<file path="config.mk">
export PLATFORM = sky130hd
export DESIGN_NAME = adccsr_top
export DESIGN_NICKNAME = d
export VERILOG_FILES = /design/src/rtl/adccsr_pkg.sv /design/src/rtl/adccsr_fifo.sv /design/src/rtl/adccsr_top.sv
export VERILOG_INCLUDE_DIRS = /design/src /design/src/rtl
export SDC_FILE = /design/constraint.sdc
export NUM_CORES = 1
export LEC_CHECK = 0
export BUFFER_PORTS_ARGS = -buffer_cell sky130_fd_sc_hd__clkbuf_2
export CAP_MARGIN = 20
export CELL_PAD_IN_SITES_DETAIL_PLACEMENT = 1
export CELL_PAD_IN_SITES_GLOBAL_PLACEMENT = 2
export CORE_MARGIN = 4
export CORE_UTILIZATION = 40
export DETAILED_ROUTE_END_ITERATION = 10
export PLACE_DENSITY = 0.73
export SLEW_MARGIN = 10
export SYNTH_ARGS = -nofsm -noshare
export SYNTH_HDL_FRONTEND = slang
export SYNTH_SLANG_ARGS = --single-unit
</file>
<file path="constraint.sdc">
create_clock -name core_clk -period 4.3 [get_ports core_clk]
set_input_delay 0.215 -clock core_clk [delete_from_list [all_inputs] [get_ports core_clk]]
set_output_delay 0.215 -clock core_clk [all_outputs]
set_load 0.05 [all_outputs]
</file>
<file path="src/rtl/adccsr_params.svh">
// constants of the conversion-start and serial readout block
// assumes a 25 MHz core clock; included by the package and the top module
`ifndef ADCCSR_PARAMS_SVH
`define ADCCSR_PARAMS_SVH

`define ADCCSR_CLK_NS      40
`define ADCCSR_T_CONV_NS   1500
`define ADCCSR_T_CYC_NS    2000
`define ADCCSR_CONV_CYC    (`ADCCSR_T_CONV_NS / `ADCCSR_CLK_NS)
`define ADCCSR_RES         18
`define ADCCSR_CNT_W       5
`define ADCCSR_TMR_W       6
`define ADCCSR_FIFO_DEPTH  8
`define ADCCSR_SYN_CNV     2
`define ADCCSR_SYN_SDI     1
`define ADCCSR_SYN_SCLK    0

`endif

</file>
<file path="src/rtl/adccsr_pkg.sv">
// types of the conversion-start and serial readout block
// assumes adccsr_params.svh on the include path
`include "adccsr_params.svh"

package adccsr_pkg;
  typedef enum logic [1:0] {
    ST_IDLE,
    ST_CONV,
    ST_PUSH
  } adccsr_conv_state_t;
  typedef logic [`ADCCSR_RES-1:0] adccsr_word_t;
endpackage

</file>
<file path="src/rtl/adccsr_fifo.sv">
// result fifo: flip-flop storage, valid and ready on both sides
// assumes a single clock and synchronous active-high reset
`timescale 1ns/1ps

module adccsr_fifo #(
  parameter int W = 18,
  parameter int D = 8
) (
  // clock and reset
  input  wire logic         core_clk,
  input  wire logic         rst,
  // write side
  input  wire logic         in_valid,
  output logic              in_ready,
  input  wire logic [W-1:0] in_data,
  // read side
  output logic              out_valid,
  input  wire logic         out_ready,
  output logic [W-1:0]      out_data
);
  localparam int PW = (D > 1) ? $clog2(D) : 1;
  localparam int CW = $clog2(D + 1);

  logic [W-1:0]  mem_q [D];
  logic [PW-1:0] wr_q;
  logic [PW-1:0] wr_d;
  logic [PW-1:0] rd_q;
  logic [PW-1:0] rd_d;
  logic [CW-1:0] cnt_q;
  logic [CW-1:0] cnt_d;
  logic          push;
  logic          pop;

  function automatic logic [PW-1:0] nxt(input logic [PW-1:0] p);
    nxt = (p == PW'(D - 1)) ? '0 : p + PW'(1);
  endfunction

  assign in_ready  = (cnt_q != CW'(D));
  assign out_valid = (cnt_q != '0);
  assign out_data  = mem_q[rd_q];
  assign push      = in_valid & in_ready;
  assign pop       = out_valid & out_ready;

  always_comb begin
    wr_d  = push ? nxt(wr_q) : wr_q;
    rd_d  = pop ? nxt(rd_q) : rd_q;
    cnt_d = cnt_q + CW'(push) - CW'(pop);
  end

  always_ff @(posedge core_clk) begin
    if (rst) begin
      wr_q  <= '0;
      rd_q  <= '0;
      cnt_q <= '0;
    end else begin
      wr_q  <= wr_d;
      rd_q  <= rd_d;
      cnt_q <= cnt_d;
    end
    if (push) begin
      mem_q[wr_q] <= in_data;
    end
  end
endmodule

</file>
<file path="src/rtl/adccsr_top.sv">
// conversion-start and serial readout logic of a single-channel converter
// assumes pins are asynchronous to core_clk and serial_clk is slow (320 ns)
`timescale 1ns/1ps
`include "adccsr_params.svh"

module adccsr_top (
  // clock and reset
  input  wire logic                core_clk,
  input  wire logic                rst,
  // pins from the host
  input  wire logic                conversion_start,
  input  wire logic                serial_in_mode_select,
  input  wire logic                serial_clk,
  // converter core result
  input  wire adccsr_pkg::adccsr_word_t sample_data,
  // pins to the host
  output logic                     serial_out,
  output logic                     serial_out_oe_n,
  output logic                     conv_busy
);
  localparam int CONV_CYC = `ADCCSR_CONV_CYC;
  localparam int RES      = `ADCCSR_RES;

  logic [2:0] sync1_q;
  logic [2:0] sync2_q;
  logic [2:0] prev_q;
  logic       s_cnv;
  logic       s_sdi;
  logic       cnv_rise;
  logic       cnv_fall;
  logic       sdi_rise;
  logic       sdi_fall;
  logic       sclk_fall;

  adccsr_pkg::adccsr_conv_state_t st_q;
  adccsr_pkg::adccsr_conv_state_t st_d;
  logic [`ADCCSR_TMR_W-1:0]       tmr_q;
  logic [`ADCCSR_TMR_W-1:0]       tmr_d;
  adccsr_pkg::adccsr_word_t       smp_q;
  adccsr_pkg::adccsr_word_t       smp_d;
  adccsr_pkg::adccsr_word_t       sh_q;
  adccsr_pkg::adccsr_word_t       sh_d;
  logic [`ADCCSR_CNT_W-1:0]       cnt_q;
  logic [`ADCCSR_CNT_W-1:0]       cnt_d;
  logic mode_cs_q, mode_cs_d, busy_en_q, busy_en_d, loaded_q, loaded_d;
  logic hold_hi_q, hold_hi_d, en_q, en_d, out_q, out_d, oe_n_q, oe_n_d;
  logic busy_q, busy_d, sel, shift;
  logic fifo_in_valid, fifo_in_ready, fifo_out_valid, fifo_pop;
  adccsr_pkg::adccsr_word_t fifo_out_data;

  // two flops per pin, a third only for edge finding; these run through reset
  // so the edge finder agrees with the pins and no false edge follows release
  always_ff @(posedge core_clk) begin
    sync1_q <= {conversion_start, serial_in_mode_select, serial_clk};
    sync2_q <= sync1_q;
    prev_q  <= sync2_q;
  end

  assign s_cnv     = sync2_q[`ADCCSR_SYN_CNV];
  assign s_sdi     = sync2_q[`ADCCSR_SYN_SDI];
  assign cnv_rise  = s_cnv & ~prev_q[`ADCCSR_SYN_CNV];
  assign cnv_fall  = ~s_cnv & prev_q[`ADCCSR_SYN_CNV];
  assign sdi_rise  = s_sdi & ~prev_q[`ADCCSR_SYN_SDI];
  assign sdi_fall  = ~s_sdi & prev_q[`ADCCSR_SYN_SDI];
  assign sclk_fall = ~sync2_q[`ADCCSR_SYN_SCLK] & prev_q[`ADCCSR_SYN_SCLK];

  // a full fifo stalls completion, so results are never dropped
  assign fifo_in_valid = (st_q == adccsr_pkg::ST_PUSH);
  assign fifo_pop = ~loaded_q & fifo_out_valid & (st_q == adccsr_pkg::ST_IDLE) & ~cnv_rise;
  assign sel   = mode_cs_q ? (~s_cnv | ~s_sdi) : ~s_cnv;
  assign shift = sclk_fall & sel & loaded_q & (st_q == adccsr_pkg::ST_IDLE);

  adccsr_fifo #(
    .W (RES),
    .D (`ADCCSR_FIFO_DEPTH)
  ) u_fifo (
    .core_clk  (core_clk),
    .rst       (rst),
    .in_valid  (fifo_in_valid),
    .in_ready  (fifo_in_ready),
    .in_data   (smp_q),
    .out_valid (fifo_out_valid),
    .out_ready (fifo_pop),
    .out_data  (fifo_out_data)
  );

  // conversion control; a start during the push wait is ignored
  always_comb begin
    st_d      = st_q;
    tmr_d     = tmr_q;
    smp_d     = smp_q;
    mode_cs_d = mode_cs_q;
    busy_en_d = busy_en_q;
    if (cnv_rise && st_q != adccsr_pkg::ST_PUSH) begin
      st_d      = adccsr_pkg::ST_CONV;
      tmr_d     = '0;
      smp_d     = sample_data;
      mode_cs_d = s_sdi;
    end else if (st_q == adccsr_pkg::ST_CONV) begin
      tmr_d = tmr_q + `ADCCSR_TMR_W'(1);
      if (tmr_q == `ADCCSR_TMR_W'(CONV_CYC - 1)) begin
        st_d = adccsr_pkg::ST_PUSH;
      end
    end else if (st_q == adccsr_pkg::ST_PUSH && fifo_in_ready) begin
      st_d      = adccsr_pkg::ST_IDLE;
      busy_en_d = ~s_sdi | ~s_cnv;
    end
  end

  // readout shifter and pin drive
  always_comb begin
    sh_d      = sh_q;
    cnt_d     = cnt_q;
    loaded_d  = loaded_q;
    hold_hi_d = hold_hi_q;
    en_d      = en_q;
    if (cnv_rise && st_q != adccsr_pkg::ST_PUSH) begin
      loaded_d  = 1'b0;
      hold_hi_d = 1'b0;
    end else if (fifo_pop) begin
      sh_d      = fifo_out_data;
      cnt_d     = '0;
      loaded_d  = 1'b1;
      hold_hi_d = busy_en_q;
    end else if (shift) begin
      if (hold_hi_q) begin
        hold_hi_d = 1'b0;
      end else if (!mode_cs_q || cnt_q != `ADCCSR_CNT_W'(RES)) begin
        sh_d = {sh_q[RES-2:0], ~mode_cs_q & s_sdi};
        if (cnt_q != `ADCCSR_CNT_W'(RES)) begin
          cnt_d = cnt_q + `ADCCSR_CNT_W'(1);
        end
      end
    end else if (!mode_cs_q && busy_en_q && sdi_rise && loaded_q && cnt_q == '0) begin
      hold_hi_d = 1'b1;
    end
    if (cnv_fall || sdi_fall) begin
      en_d = 1'b1;
    end
    if (cnv_rise || sdi_rise || (loaded_d && cnt_d == `ADCCSR_CNT_W'(RES))) begin
      en_d = 1'b0;
    end
    busy_d = (st_d != adccsr_pkg::ST_IDLE);
    out_d  = busy_d ? 1'b0 : (hold_hi_d | (loaded_d & sh_d[RES-1]));
    oe_n_d = mode_cs_d ? ~en_d : 1'b0;
  end

  always_ff @(posedge core_clk) begin
    if (rst) begin
      st_q      <= adccsr_pkg::ST_IDLE;
      tmr_q     <= '0;
      smp_q     <= '0;
      mode_cs_q <= 1'b1;
      busy_en_q <= 1'b0;
      sh_q      <= '0;
      cnt_q     <= '0;
      loaded_q  <= 1'b0;
      hold_hi_q <= 1'b0;
      en_q      <= 1'b0;
      busy_q    <= 1'b0;
      out_q     <= 1'b0;
      oe_n_q    <= 1'b1;
    end else begin
      st_q      <= st_d;
      tmr_q     <= tmr_d;
      smp_q     <= smp_d;
      mode_cs_q <= mode_cs_d;
      busy_en_q <= busy_en_d;
      sh_q      <= sh_d;
      cnt_q     <= cnt_d;
      loaded_q  <= loaded_d;
      hold_hi_q <= hold_hi_d;
      en_q      <= en_d;
      busy_q    <= busy_d;
      out_q     <= out_d;
      oe_n_q    <= oe_n_d;
    end
  end

  assign serial_out      = out_q;
  assign serial_out_oe_n = oe_n_q;
  assign conv_busy       = busy_q;
endmodule
</file>
[Yosys cells after proc, flatten, opt, wreduce, memory -nomap -nowiden]
Memory sizes are Yosys's and may differ from the RTL's. A register that Yosys moved wholly into a read port is not among the register bits.
Cells that the tools add are included.
Cells by class
  add/subtract/negate cells: 6
  eq/ne operators: 10
  mux-type cells: 32
  bitwise operators: 28
  reduce and logical (&&, ||, !) cells: 22
Operators with widths (count)
  $mux W18: 5
  $mux W5: 6
  $and A1 B1 Y1: 15
  $mux W1: 13
  $mux W3: 4
  $not A1 Y1: 11
  $mux W2: 4
  $logic_and A1 B1 Y1: 7
  $add A3 B1 Y3 const B: 2
  $add A6 B1 Y6 const B: 1
  $eq A3 B3 Y1 const B: 2
  $eq A6 B6 Y1 const B: 1
  $reduce_bool A2 Y1: 3
  $add A5 B1 Y5 const B: 1
  $eq A5 B5 Y1 const B: 1
  $logic_not A5 Y1: 1
  $ne A5 B5 Y1 const B: 1
  $add A4 B1 Y4: 1
  $logic_or A1 B1 Y1: 4
  $ne A4 B4 Y1 const B: 1
  $reduce_and A4 Y1: 1
  $reduce_bool A4 Y1: 1
  $reduce_or A2 Y1: 2
  $sub A4 B1 Y4: 1
  8 further kinds: 9
Word-level totals
  register bits: 76
  bits in writable memories: 144
  input port bits: 23
  memories: 1
Memories
  u_fifo.mem_q: depth 8, width 18, read ports 1, clocked after Yosys merged registers in 1, write ports 1, RTL line adccsr_fifo.sv:24  | logic [W-1:0] mem_q [D];

[Logic depth before layout (Yosys ltp)]
  word-level depth: 15
  depth in mapped cells: 12
  depth with buffers taken out: 12

[Cells and area by module]
From an unflattened synthesis, not the netlist that was laid out.
Second synthesis, totals
  cells, all modules: 591
  area total of the unflattened synthesis: 8978.6 um^2
By module, submodules not included
  adccsr_fifo: times used 1, cells an instance 284, area each 6258.5 um^2, sequential area each 4584.4 um^2
  adccsr_top: times used 1, cells an instance 307, area each 2720.1 um^2, sequential area each 1321.3 um^2

[Worst setup path after synthesis]
Ideal clock, no wire load.
  kind: register to register
  from: register u_fifo.cnt_q[2]
  to: memory u_fifo.mem_q[4][0], enable pin
  setup time: 0.446 ns
  data arrival time: 2.875 ns
  data required time: 3.854 ns
  setup slack: 0.980 ns
  stages on the path, launching flop included: 6
  path buffers: 1
  period minus slack after synthesis: 3.320 ns
  cell sequence: dfxtp_1 -> inv_1 -> ha_1 -> a21o_1 -> clkbuf_1 -> nor4b_1
Between the ends
  longest elaborated chain between the ends: 4
Ends and longest elaborated chain
  start, declared: RTL line adccsr_fifo.sv:29  | logic [CW-1:0] cnt_q;
  start signal, assigned: RTL line adccsr_fifo.sv:58  | cnt_q <= cnt_d;
  $ne A4 B4 Y1: RTL line adccsr_fifo.sv:38  | assign in_ready = (cnt_q != CW'(D));
  $and A1 B1 Y1: RTL line adccsr_fifo.sv:41  | assign push = in_valid & in_ready;
  $mux W1: RTL line adccsr_fifo.sv:60  | if (push) begin
  $mux W1 (not written as such): RTL line adccsr_fifo.sv:61  | mem_q[wr_q] <= in_data;
  end, declared: RTL line adccsr_fifo.sv:24
No other way between the ends.

[Worst setup path in the final report]
  from: register loaded_q
  to: register out_q, in the netlist serial_out
Between the ends
  longest elaborated chain between the ends: 8
  elaborated cells on any way between the ends: 19
Ends and longest elaborated chain
  start, declared: RTL line adccsr_top.sv:45  | logic mode_cs_q, mode_cs_d, busy_en_q, busy_en_d, loaded_q, loaded_d;
  start signal, assigned: RTL line adccsr_top.sv:171  | loaded_q <= loaded_d;
  $not A1 Y1: RTL line adccsr_top.sv:69  | assign fifo_pop = ~loaded_q & fifo_out_valid & (st_q == adccsr_pkg::ST_IDLE) & ~cnv_rise;
  $and A1 B1 Y1 (3 in series): RTL line adccsr_top.sv:69
  $mux W1 / $mux W18 (equally long branches): RTL line adccsr_top.sv:120  | end else if (fifo_pop) begin
  $mux W1 / $mux W18 (equally long branches): RTL line adccsr_top.sv:117  | if (cnv_rise && st_q != adccsr_pkg::ST_PUSH) begin
  $and A1 B1 Y1: RTL line adccsr_top.sv:144  | out_d = busy_d ? 1'b0 : (hold_hi_d | (loaded_d & sh_d[RES-1]));
  $or A1 B1 Y1 *: RTL line adccsr_top.sv:144
  end signal, assigned: RTL line adccsr_top.sv:175  | out_q <= out_d;
  end, declared: RTL line adccsr_top.sv:46  | logic hold_hi_q, hold_hi_d, en_q, en_d, out_q, out_d, oe_n_q, oe_n_d;
Every way passes the cells marked *; elsewhere a longest branch is shown, timed or not. The select of a mux whose other input is x is not followed.
A chain may end at the register's enable or synchronous reset.

==> summary.md <==
| Metric | Value |
|---|---|
| Outcome | complete, no violations |
| Worst path required time | 4.70 ns |
| Worst skew pair latency | roughly 0.54 ns |
| Remaining global-route overflow | 0 |
| Worst EP arrival | 2.96 ns |
| Max-cap viol count | 0 |
| DIE AREA | 0.02449 sq mm |
| Register area share after synthesis | between 60 and 70% |
| Critical path fanouts, max | 15 |
| Yosys reg bits | 223 |
| Share of the synthesized area in the top cell type | 49.04% |
| Wirelength per Cell | 20.75 um |
| Syn Inst Count | 590 |
| EDFF count, synth | around 140 |
| Final Max Slew Viols | 0 |
| Complex-gate fraction of the synthesized area | a little over 7% |
| Vias per cell | 5.350 |
| Clock power share | 42.1% |
| Non-Filler Instances | 944 |
| Dominant synthesized flop cell | edfxtp_1 |
| Measured slew at the worst slew-check pin | approximately 0.96 ns |
| Leakage | 0.003653 uW |
| Slew HR | 36.12% |
| Setup TNS | 0 ns |
| Comb pwr share | 14.7% |
| Unrepaired setup endpoints after global routing | false |
| Pwr Density | between 500 and 600 mW/mm^2 |
| Post-synth top cells | edfxtp_1 (144), dfxtp_1 (79), nand2_1 (50), a21oi_1 (36), mux4_2 (36) |
| Critical Path, Cell by Cell | nand2b_1 -> a2111oi_4 -> nand3_4 -> a311oi_2 -> o2bb2ai_1 |
| Max incr delay on CP | 0.73 ns |
| Port buffer count | 25 |
| Hold Crit Class | in -> reg |
| Starting Density | 40.53% |
| Vias in the first global route | 5416 |
| CP endpoint kind | flop |
| Warnings, synthesis | 0 |
| Synthesized area per cell | 14.95 sq um |
| Fmax | roughly 0.4 GHz |
| Via Count | approximately 5100 |
| Post-detailed-route count of antenna-violating nets | 0 |
| CP Launch Type | flop |
| I/O pin cnt | 26 |
| Count of final setup violators | 0 |
| Chip height | 156.5 um |
| Worst Hold Depth | 2 |
| TritonRoute pass-1 iters | 4 |
| Worst-case clock buffer depth | 3 |
| Post-Synthesis Cell Area | about 0.009 sq mm |
| Placed Cells | 877 |
| CTS tree | yes |
| Total GRT Usage | 16.39% |
| Hold Path End | u_fifo.wr_q[0]$_SDFFE_PP0P_ |
| Seq pwr share | 43.2% |
| Final Cycle Share | 59.46% |
| 1st-iter DRT viols | 292 |
| Worst min-delay path startpoint | rst |
| Pin count of the biggest net entering global routing | 43 |
| CTS buffer count | 25 |
| Final Hold Vio Count | 0 |
| Worst path bufs/invs | 0 |
| Switching part of the total | 24.73% |
| Worst R2R Setup Slack | 1.74 ns |
| Synth async-reset ratio | 0% |
| Area Growth Syn to Fin | 18.81% |
| Core box area | 0.02176 sq mm |
| Top cells by area, synth | edfxtp_1 (49%), dfxtp_1 (18%), mux4_2 (9.2%), a211oi_1 (2.7%), mux2i_1 (2.2%) |
| # rows | 54 |
| Final #Nets | 684 |
| # resized after CTS | 0 |
| Layout cells sized above 1 | 21.23% |
| Top delay family on crit path | compound AO/OA/AOI/OAI gates |
| First-pass GRT wire length | around 31000 um |
| NetSw | ~1500 uW |
| Synth Area in Adders | 2.355% |
| Maximum VDD drop | 0.0003665 V |
| CP Class | reg -> reg |
| Fin Clk Skew | ~0.027 ns |
| Die Wd | 156.5 um |
| Post-CTS setup buffers | 0 |
| Final GP Congestion | approximately 0.71 |
| CP max stage cell | a2111oi_4 |
| Post-Synth Simple-Gate Area | 8.329% |
| R2R depth | 5 |
| Most common cell in the synthesized netlist | edfxtp_1 |
| HPWL after DPL | ~12000 um |
| Reg2reg end | serial_out$_SDFF_PP0_ |
| Diode count | 0 |
| Unique masters post-synth | about 60 |
| Mux contribution to synthesized area | 11.48% |
| Clock Pin Slew Worst Setup and Hold Paths | 0.06 ns |
| Minimum clock period | 2.557 ns |
| Syn_nets | 629 |
| Root Buffer | clkbuf_16 |
| Largest family of logic cells by synthesized area | multiplexers |
| Reg2Reg Launch Point | loaded_q$_SDFF_PP0_ |
| Area leader, netlist | edfxtp_1 |
| WL final | 19590 um |
| Htree depth | 1 |
| CTS Sinks | 223 |
| Pint | 4427 uW |
| Remaining DRCs | 0 |
| Initial antenna violation count | 0 |
| Synth Area in XOR/XNOR | under 10% |
[layer usage]
layer	track usage, %	wire [um]	vias up
met5	0	0	-
met4	3.802	363	0
met3	2.434	607	34
met2	29.19	10140	85
met1	21.25	8478	2577
li1	-	-	2354
[placed cells by master, fill, tap and decap left out, types with 3 or more instances in the layout]
master | netlist | routed
ha_1 | 15 | 15
clkbuf_16 | 0 | 25
nand3_1 | 3 | 3
edfxtp_1 | 144 | 144
xor2_1 | 4 | 4
xnor2_1 | 7 | 7
nand2b_1 | 4 | 4
mux4_2 | 36 | 36
dlygate4sd3_1 | 0 | 21
a211oi_1 | 32 | 32
nand3b_1 | 4 | 4
clkbuf_2 | 0 | 25
nor2b_1 | 17 | 17
mux2i_1 | 19 | 19
clkinv_2 | 0 | 4
nor3_1 | 14 | 12
a21oi_1 | 36 | 36
nand2_1 | 50 | 50
bufinv_16 | 0 | 8
nor2_1 | 24 | 23
buf_4 | 2 | 15
a31oi_1 | 3 | 3
inv_1 | 17 | 17
o21ai_0 | 3 | 3
nand4_1 | 5 | 5
dfxtp_1 | 79 | 78
[sequential cells by signal, summed over array words and instances (netlist names), 2 cells and up, named ones only]
signal and count:
smp_q 18, cnt_q 5, sync1_q 3, tmr_q 6
u_fifo.cnt_q 4, u_fifo.mem_q 144, st_q 2, sh_q 18
u_fifo.rd_q 3, prev_q 3, u_fifo.wr_q 3, sync2_q 3
[timing repair]
| action | CTS | global route |
|---|---|---|
| endpoints found under the hold margin | 21 | 0 |
| endpoints found under the setup margin | 0 | 0 |
| hold buffers | 21 | 0 |
[worst register-to-register path, stage by stage, from the launching register on]
cell,delay (ns)
dfxtp_1,0.51
nand2b_1,0.14
a2111oi_4,0.73
nand3_4,0.41
a311oi_2,0.53
o2bb2ai_1,0.10
[layout make-up]
cell class                 instances  area [sq um]
tap                              280         350.3
timing repair buffer              61         447.9
sequential                       223          5907
clock inverter                    17         315.3
fill                            2149         11280
clock buffer                      29         660.6
multi-input combinational        317          2733
inverter                          17         63.81
[cells by family after synthesis]
group,count (synthesis)
adders and majority gates,16
muxes,56
AOI/OAI and AO/OA,92
xor gates and xnor gates,11
DFF,223
and+or+nand+nor,142
buffers and inverters,50
[power by group through the flow]
stage               combinational, uW  sequential (uW)  clock (uW)
floorplan                         722             2520           0
global placement                  830             2580           0
detailed placement                857             2590           0
CTS                               880             2550        2530
global route                      969             2570        2620
finish                            865             2540        2470
[worst max path at each step]
stage	from	to	slack, ns	depth (start not counted)
floorplan	u_fifo.cnt_q[2]$_SDFF_PP0_	u_fifo.mem_q[4][0]$_DFFE_PP_	0.98	5
global placement	sync2_q[1]$_DFF_P_	serial_out$_SDFF_PP0_	1.71	5
detailed placement	sync2_q[1]$_DFF_P_	serial_out$_SDFF_PP0_	1.73	5
CTS	sync2_q[1]$_DFF_P_	serial_out$_SDFF_PP0_	1.73	5
global route	sync2_q[1]$_DFF_P_	serial_out$_SDFF_PP0_	1.49	5
finish	loaded_q$_SDFF_PP0_	serial_out$_SDFF_PP0_	1.74	5
[metrics by stage]
stage | util [%] | hold WS, ns | power (uW) | setup WS [ns] | instance area [sq um]
finish | 48.16 | 0.2906 | 5882 | 1.743 | 10480
global route | 48.16 | 0.3263 | 6157 | 1.487 | 10480
CTS | 48.16 | 0.2847 | 5959 | 1.729 | 10480
detailed placement | 42.71 | 0.3138 | 3448 | 1.731 | 9291
global placement | 42.71 | 0.3186 | 3415 | 1.708 | 9291
floorplan | - | 0.2427 | 3241 | 0.9796 | 8818
Note: power is estimated with default switching activity, not from simulation.
